## src/rtl/gdfp_map.svh

```systemverilog
`ifndef GDFP_MAP_SVH
`define GDFP_MAP_SVH

// Blanking time: tBlank(ns) = 9.13 * Rblank(kohm) + 27, kept in hundredths of ns
`define GDFP_BLANK_SLOPE_CNS    32'd913
`define GDFP_BLANK_OFFSET_CNS   32'd2700
// Default blanking resistor in ohms (gives about 100 ns)
`define GDFP_BLANK_RES_OHM      32'd8060
`define GDFP_CLK_PERIOD_PS      32'd25000
// Blanking resistor upper bound in ohms
`define GDFP_BLANK_RES_MAX_OHM  32'd25000
`define GDFP_BLANK_CNT_W        4
// Short-pulse limit for flag clearing in ns
`define GDFP_SHORT_PULSE_NS     32'd100
`define GDFP_SHORT_PULSE_CYC    ((`GDFP_SHORT_PULSE_NS * 32'd1000) / `GDFP_CLK_PERIOD_PS)

`endif

```

## src/rtl/gdfp_pkg.sv

```systemverilog
package gdfp_pkg;

  typedef enum logic [1:0] {
    GDFP_RUN,
    GDFP_HS_FAULT,
    GDFP_OC_FAULT,
    GDFP_SUPPLY_OFF
  } gdfp_state_t;

  typedef struct packed {
    logic pwm;
    logic rectifierEnable;
    logic switchNodeRise;
    logic highSideCompTrip;
    logic overCurrentTrip;
    logic gateSupplyLow;
    logic thermalShutdown;
  } gdfp_in_t;

  typedef struct packed {
    logic highGateDrive;
    logic lowGateDrive;
    logic faultFlag;
  } gdfp_out_t;

endpackage : gdfp_pkg

```

## src/rtl/gdfp_blank_timer.sv

```systemverilog
`timescale 1ns/10ps
`default_nettype none
`include "gdfp_map.svh"

module gdfp_blank_timer
(
  input  wire logic                          clk,
  input  wire logic                          rst,
  input  wire logic                          start,
  input  wire logic [`GDFP_BLANK_CNT_W-1:0]  termCount,
  output logic                               blanking
);

  logic [`GDFP_BLANK_CNT_W-1:0] count_ff;
  logic [`GDFP_BLANK_CNT_W-1:0] nxt_count;
  wire                          running = (count_ff != '0);

  assign nxt_count = start ? termCount : (running ? count_ff - 1'b1 : count_ff);
  assign blanking  = running;

  always_ff @(posedge clk or posedge rst)
  begin
    if (rst)
      count_ff <= '0;
    else
      count_ff <= nxt_count;
  end

endmodule : gdfp_blank_timer

`default_nettype wire

```

## src/rtl/gdfp_protect.sv

```systemverilog
`timescale 1ns/10ps
`default_nettype none
`include "gdfp_map.svh"

// Function
// Switch-node rise starts blanking of high-side comparator
// Blank ns equals 9.13 times kohm plus 27
// Pulses shorter than blanking never see high-side faults
// High-side on, unblanked, comparator trip flags fault
// Flag low normally, high on fault
// Four causes: overcurrent, high-side, undervoltage, thermal
// Overcurrent flag clears at clean pulse falling edge
// Undervoltage and thermal flag clear automatically
// Short pulses may need several pulses to clear
// Thermal shutdown forces both gates low
// Undervoltage forces both gates low, auto recovers
// High-side or overcurrent fault kills both gates
// High-side fault retries on every new pulse
// Persisting overcurrent suppresses next high-side pulse
// Overcurrent inhibits switching until current drops
// Monitor above limit level flags overcurrent
// Overcurrent comparison held during blanking
// Thermal and undervoltage outrank overcurrent recovery
// Blanking is counter with matched terminal count
module gdfp_protect
#(
  parameter int unsigned BLANK_RES_OHM = `GDFP_BLANK_RES_OHM
)
(
  input  wire logic               clk,
  input  wire logic               rst,
  input  wire gdfp_pkg::gdfp_in_t ctl,
  output gdfp_pkg::gdfp_out_t     drv
);

  localparam int unsigned BlankCns =
    (`GDFP_BLANK_SLOPE_CNS * BLANK_RES_OHM) / 32'd1000 + `GDFP_BLANK_OFFSET_CNS;
  // Least time: round up to whole cycles
  localparam int unsigned BlankCyc =
    (BlankCns * 32'd10 + `GDFP_CLK_PERIOD_PS - 32'd1) / `GDFP_CLK_PERIOD_PS;
  localparam logic [`GDFP_BLANK_CNT_W-1:0] BlankTerm =
    (BlankCyc < 32'd1) ? `GDFP_BLANK_CNT_W'(1) : `GDFP_BLANK_CNT_W'(BlankCyc);

  gdfp_pkg::gdfp_state_t state_ff;
  gdfp_pkg::gdfp_state_t nxt_state;
  logic                  pwm_ff;
  logic                  hiGate_ff;
  logic                  loGate_ff;
  logic                  flag_ff;
  logic                  pulseDirty_ff;
  logic                  nxt_hiGate;
  logic                  nxt_loGate;
  logic                  nxt_flag;
  logic                  nxt_pulseDirty;
  logic                  blanking;
  logic                  blankNow;

  gdfp_blank_timer u_blank
  (
    .clk       (clk),
    .rst       (rst),
    .start     (ctl.switchNodeRise),
    .termCount (BlankTerm),
    .blanking  (blanking)
  );

  // Edge cycle itself is blanked; the counter only loads on it
  assign blankNow  = blanking | ctl.switchNodeRise;

  wire supplyFault = ctl.gateSupplyLow | ctl.thermalShutdown;
  wire pwmRise     = ctl.pwm & ~pwm_ff;
  wire pwmFall     = ~ctl.pwm & pwm_ff;
  // Comparator ignored while blanking; short pulses stay blind
  wire hsTrip      = hiGate_ff & ~blankNow & ctl.highSideCompTrip;
  // Monitor value held through blanking
  wire ocTrip      = ~blankNow & ctl.overCurrentTrip;
  wire anyOcFault  = hsTrip | ocTrip;
  // Fault seen anywhere within this on-time keeps the flag
  wire dirtyNow    = pulseDirty_ff | anyOcFault;

  // Normal synchronous drive with dead time of one cycle
  wire runHi = ctl.pwm & ~loGate_ff;
  wire runLo = ~ctl.pwm & ctl.rectifierEnable & ~hiGate_ff;

  always_comb
  begin
    nxt_state      = state_ff;
    nxt_hiGate     = 1'b0;
    nxt_loGate     = 1'b0;
    nxt_flag       = flag_ff;
    nxt_pulseDirty = ctl.pwm ? dirtyNow : 1'b0;
    if (supplyFault)
    begin
      nxt_state = gdfp_pkg::GDFP_SUPPLY_OFF;
      nxt_flag  = 1'b1;
    end
    else
    begin
      case (state_ff)
        gdfp_pkg::GDFP_RUN:
        begin
          if (ocTrip)
          begin
            nxt_state = gdfp_pkg::GDFP_OC_FAULT;
            nxt_flag  = 1'b1;
          end
          else if (hsTrip)
          begin
            nxt_state = gdfp_pkg::GDFP_HS_FAULT;
            nxt_flag  = 1'b1;
          end
          else
          begin
            nxt_hiGate = runHi;
            nxt_loGate = runLo;
            // Clean on-time ends: clear flag
            if (pwmFall && !dirtyNow)
              nxt_flag = 1'b0;
          end
        end
        gdfp_pkg::GDFP_HS_FAULT:
        begin
          if (ocTrip)
            nxt_state = gdfp_pkg::GDFP_OC_FAULT;
          else if (pwmRise)
          begin
            nxt_state  = gdfp_pkg::GDFP_RUN;
            nxt_hiGate = 1'b1;
          end
          else if (!ctl.pwm && pulseDirty_ff == 1'b0)
            nxt_loGate = 1'b0;
        end
        gdfp_pkg::GDFP_OC_FAULT:
        begin
          // Held off until monitor falls below limit at a pulse start
          if (!ctl.overCurrentTrip && pwmRise)
          begin
            nxt_state  = gdfp_pkg::GDFP_RUN;
            nxt_hiGate = 1'b1;
          end
        end
        gdfp_pkg::GDFP_SUPPLY_OFF:
        begin
          nxt_state = gdfp_pkg::GDFP_RUN;
          nxt_flag  = 1'b0;
        end
        default:
        begin
          nxt_state = gdfp_pkg::GDFP_SUPPLY_OFF;
        end
      endcase
    end
  end

  // Reset behaves like a supply fault until the first clock edge without one
  always_ff @(posedge clk or posedge rst)
  begin
    if (rst)
      state_ff <= gdfp_pkg::GDFP_SUPPLY_OFF;
    else
      state_ff <= nxt_state;
  end

  always_ff @(posedge clk or posedge rst)
  begin
    if (rst)
      pwm_ff <= 1'b0;
    else
      pwm_ff <= ctl.pwm;
  end

  // Gate drives
  always_ff @(posedge clk or posedge rst)
  begin
    if (rst)
      hiGate_ff <= 1'b0;
    else
      hiGate_ff <= nxt_hiGate;
  end

  always_ff @(posedge clk or posedge rst)
  begin
    if (rst)
      loGate_ff <= 1'b0;
    else
      loGate_ff <= nxt_loGate;
  end

  // Flag raised during reset, as for a low gate supply
  always_ff @(posedge clk or posedge rst)
  begin
    if (rst)
      flag_ff <= 1'b1;
    else
      flag_ff <= nxt_flag;
  end

  always_ff @(posedge clk or posedge rst)
  begin
    if (rst)
      pulseDirty_ff <= 1'b0;
    else
      pulseDirty_ff <= nxt_pulseDirty;
  end

  assign drv.highGateDrive = hiGate_ff;
  assign drv.lowGateDrive  = loGate_ff;
  assign drv.faultFlag     = flag_ff;

endmodule : gdfp_protect

`default_nettype wire

```

## config.mk

```make
export PLATFORM = sky130hd
export DESIGN_NAME = gdfp_protect
export DESIGN_NICKNAME = d
export VERILOG_FILES = /design/src/rtl/gdfp_pkg.sv /design/src/rtl/gdfp_blank_timer.sv /design/src/rtl/gdfp_protect.sv
export VERILOG_INCLUDE_DIRS = /design/src /design/src/rtl
export SDC_FILE = /design/constraint.sdc
export NUM_CORES = 1
export LEC_CHECK = 0
export BUFFER_PORTS_ARGS = -buffer_cell sky130_fd_sc_hd__buf_2
export CORE_AREA = 5 5 44 46
export DETAILED_ROUTE_END_ITERATION = 10
export DIE_AREA = 0 0 49 51
export PLACE_DENSITY = 0.74
export SYNTH_ARGS = -nofsm -noshare
export SYNTH_HDL_FRONTEND = slang
export SYNTH_SLANG_ARGS = --single-unit
```

## constraint.sdc

```tcl
create_clock -name clk -period 4.8 [get_ports clk]
set_input_delay 0.48 -clock clk [delete_from_list [all_inputs] [get_ports clk]]
set_output_delay 0.48 -clock clk [all_outputs]
set_load 0.01 [all_outputs]
```

==> results by group <==
Clock network
  – CTS resizes: 0
  – Clk slew on worst S/H paths: 0.07 ns
  – CTS root buffer: clkbuf_4
  – Post-CTS setup repair buffer count: 0
  – H-tree depth: 1
  – CTS Sinks: 11
  – Hold-fix buffers, CTS: 0
  – Num CTS Buffers: 3
  – Clock Tree Buf Depth: 2
  – Clk_lat worst skew: 0.26 ns
  – CTS tree: done

Cells and area
  – Multi-input gate area: 299 um^2
  – Final net count: 85
  – Commonest non-fill, non-tap cell in the layout: buf_2
  – Fillers: 155
  – Commonest non-fill, non-tap cells in the layout: buf_2 (11), nor2_1 (8), dfrtp_1 (8)
  – Share of layout cells above drive strength 1: 28.8%
  – Register area: 279 um^2
  – N_diodes: 0
  – Area growth, synth to finish: 10.6%

Drt
  – Routed WL: 1170 um
  – Drc violations: 0
  – Pre-antenna DRT Iters: 4
  – Routed len/inst: 13.1 um
  – ANT nets after route: 0
  – Initial DRC count: 9
  – Total number of vias: 486
  – Drt via density: 5.46

Die
  – Core box area: 0.00147 mm^2
  – Die height: 51 um
  – Top Ports: 12
  – DIE AREA: 0.00250 mm^2
  – Num rows: 14
  – Initial Util: 42.4%
  – DIE WIDTH: 49 um

Yosys
  – Post-Syn Area: 624 um^2
  – Syn_nets: 75
  – Yosys reg bits: 11
  – Syn Area/Cell: 9.76 um^2
  – Warnings, synthesis: 0
  – Gate Count Post-Synth: 64
  – Sequential fraction of the synthesis area: 44.7%
  – Synth unique cells: 32

Timing
  – Setup TNS: 0 ns
  – Slew Viols, Final: 0
  – Tcrit/Tclk final: 34.8%
  – Worst hold slack: 0.188 ns
  – Actual slew at the worst max-slew pin: 0.499 ns
  – Peak Freq: 598 MHz
  – Setup violators final: 0
  – Clk_skew: 0.00514 ns
  – Tmin final: 1.67 ns
  – Rel. slew slack: 66.5%
  – Fin. Hold Viols: 0
  – RSZ-0062 raised after global routing: false

Power and ir drop
  – Post-layout power: 209 uW
  – Power per cell area: 302 mW/mm^2
  – Peak VDD IR: 0.156 mV
  – Lkg Pwr: 0.304 nW

Global route
  – Largest net degree at the start of global routing: 12
  – Global-route usage over all layers: 10.7%
  – Gr ovfl total: 0
  – Number of antenna violations at the first check in global routing: 0
  – First-pass GRT wire length: 2110 um
  – Vias in the first global route: 476

Place
  – RD Place Congestion: 0.783
  – I/O Buffers: 11
  – HPWL reported at the end of detailed placement: 903 um

Worst setup path
  – Data required, critical path: 5.00 ns
  – WS Path Type: register to register
  – Worst reg-to-reg setup slack: 3.13 ns
  – Worst EP arrival: 1.88 ns
  – CP max FO: 7
  – Crit end category: register
  – Setup crit start kind: register

Worst hold path
  – Worst Hold Class: input port to asynchronous set/reset pin

Run status
  – Status: completed

Flow run
  – Max Cap Viol: 0
==> final timing paths <==
| kind | from | end | cells after the start |
|---|---|---|---|
| max in group asynchronous | rst | flag_ff | 2 |
| worst max register to register | u_blank.count_ff[0] | flag_ff | 5 |
| min in group clk | ctl[6] | pwm_ff | 1 |
| worst max-delay path | u_blank.count_ff[0] | flag_ff | 5 |
| worst min-delay path | rst | u_blank.count_ff[0] | 2 |
| worst min register to register | u_blank.count_ff[0] | u_blank.count_ff[0] | 1 |
==> cells in the mapped netlist <==
cell      number  area share [%]
nand4_1        2             2.0
inv_1          3             1.8
a221oi_1       1             1.4
buf_2          1            0.80
or3_1          1             1.0
or4b_1         1             1.6
dfstp_2        3              13
nand3_1        3             2.4
nor3_1         2             1.6
buf_4          3             3.6
nor2b_1        3             3.0
a21o_1         1             1.2
xnor2_1        1             1.4
o21bai_1       1             1.2
o21ai_0        1            0.80
nor2_1         8             4.8
mux2i_1        1             1.6
o21a_1         1             1.2
nor4_1         2             2.0
a21oi_1        3             2.4
or4_1          1             1.2
a22oi_1        1             1.2
o21bai_2       1             1.8
nand2b_1       1             1.0
nor2_2         1             1.0
xor2_1         1             1.4
clkbuf_1       2             1.2
nor4b_2        1             2.4
a221o_1        2             3.2
dfrtp_1        8              32
ha_1           2             4.0
or2_2          1             1.0
==> metal layers <==
metal | track usage (%) | vias up | routed length [um]
met5 | 0 | - | 0
met4 | 2.69 | 0 | 0
met3 | 4.65 | 0 | 54
met2 | 18.0 | 9 | 616
met1 | 12.5 | 232 | 499
li1 | - | 245 | -
==> cell type report <==
class / count / share of cell area [%]
Sequential cell: 11 / 40.4
Timing Repair Buffer: 11 / 7.97
Clock buffer: 4 / 3.80
Tap cell: 16 / 2.90
Multi-Input combinational cell: 44 / 43.3
Inverter: 3 / 1.63
==> critical path, cell delays in order, from the launching register on <==
cell and delay, ns:
dfrtp_1 0.40, inv_1 0.09, ha_1 0.17, or4b_1 0.59
nor2_2 0.18, a221o_1 0.16
==> cell families (layout without fill, tap and decap cells) <==
kind of cell	count (synthesis)	after routing	synth area share, %
AOI/OAI and AO/OA	12	12	14.4
xor gates and xnor gates	2	2	2.81
adders and majority gates	2	2	4.01
buffers and inverters	9	18	7.41
DFF	11	11	44.7
muxes	1	1	1.60
and+or+nand+nor	27	27	25.1
==> per-stage QoR <==
| step | cells | utilization [%] | setup slack, ns | instance area, um^2 |
|---|---|---|---|---|
| CTS | 89 | 46.9 | 3.13 | 691 |
| floorplan | 64 | - | 3.29 | 624 |
| global placement | 85 | 45.2 | 3.14 | 664 |
| detailed placement | 85 | 45.2 | 3.15 | 664 |
| global route | 89 | 46.9 | 3.03 | 691 |
| finish | 89 | 46.9 | 3.13 | 691 |
==> registers in the layout, summed over array words and instances, names as in the netlist <==
signal            flops
u_blank.count_ff      4
state_ff              2
flag_ff               1
hiGate_ff             1
loGate_ff             1
pulseDirty_ff         1
pwm_ff                1
==> report_power, final <==
part	internal, mW	switching (mW)	total (mW)
clock network	0.0321	0.0290	0.0611
logic	0.0172	0.0192	0.0363
registers	0.102	0.00925	0.111
total	0.151	0.0574	0.209
No activity file was read; power rests on OpenSTA's default activity.
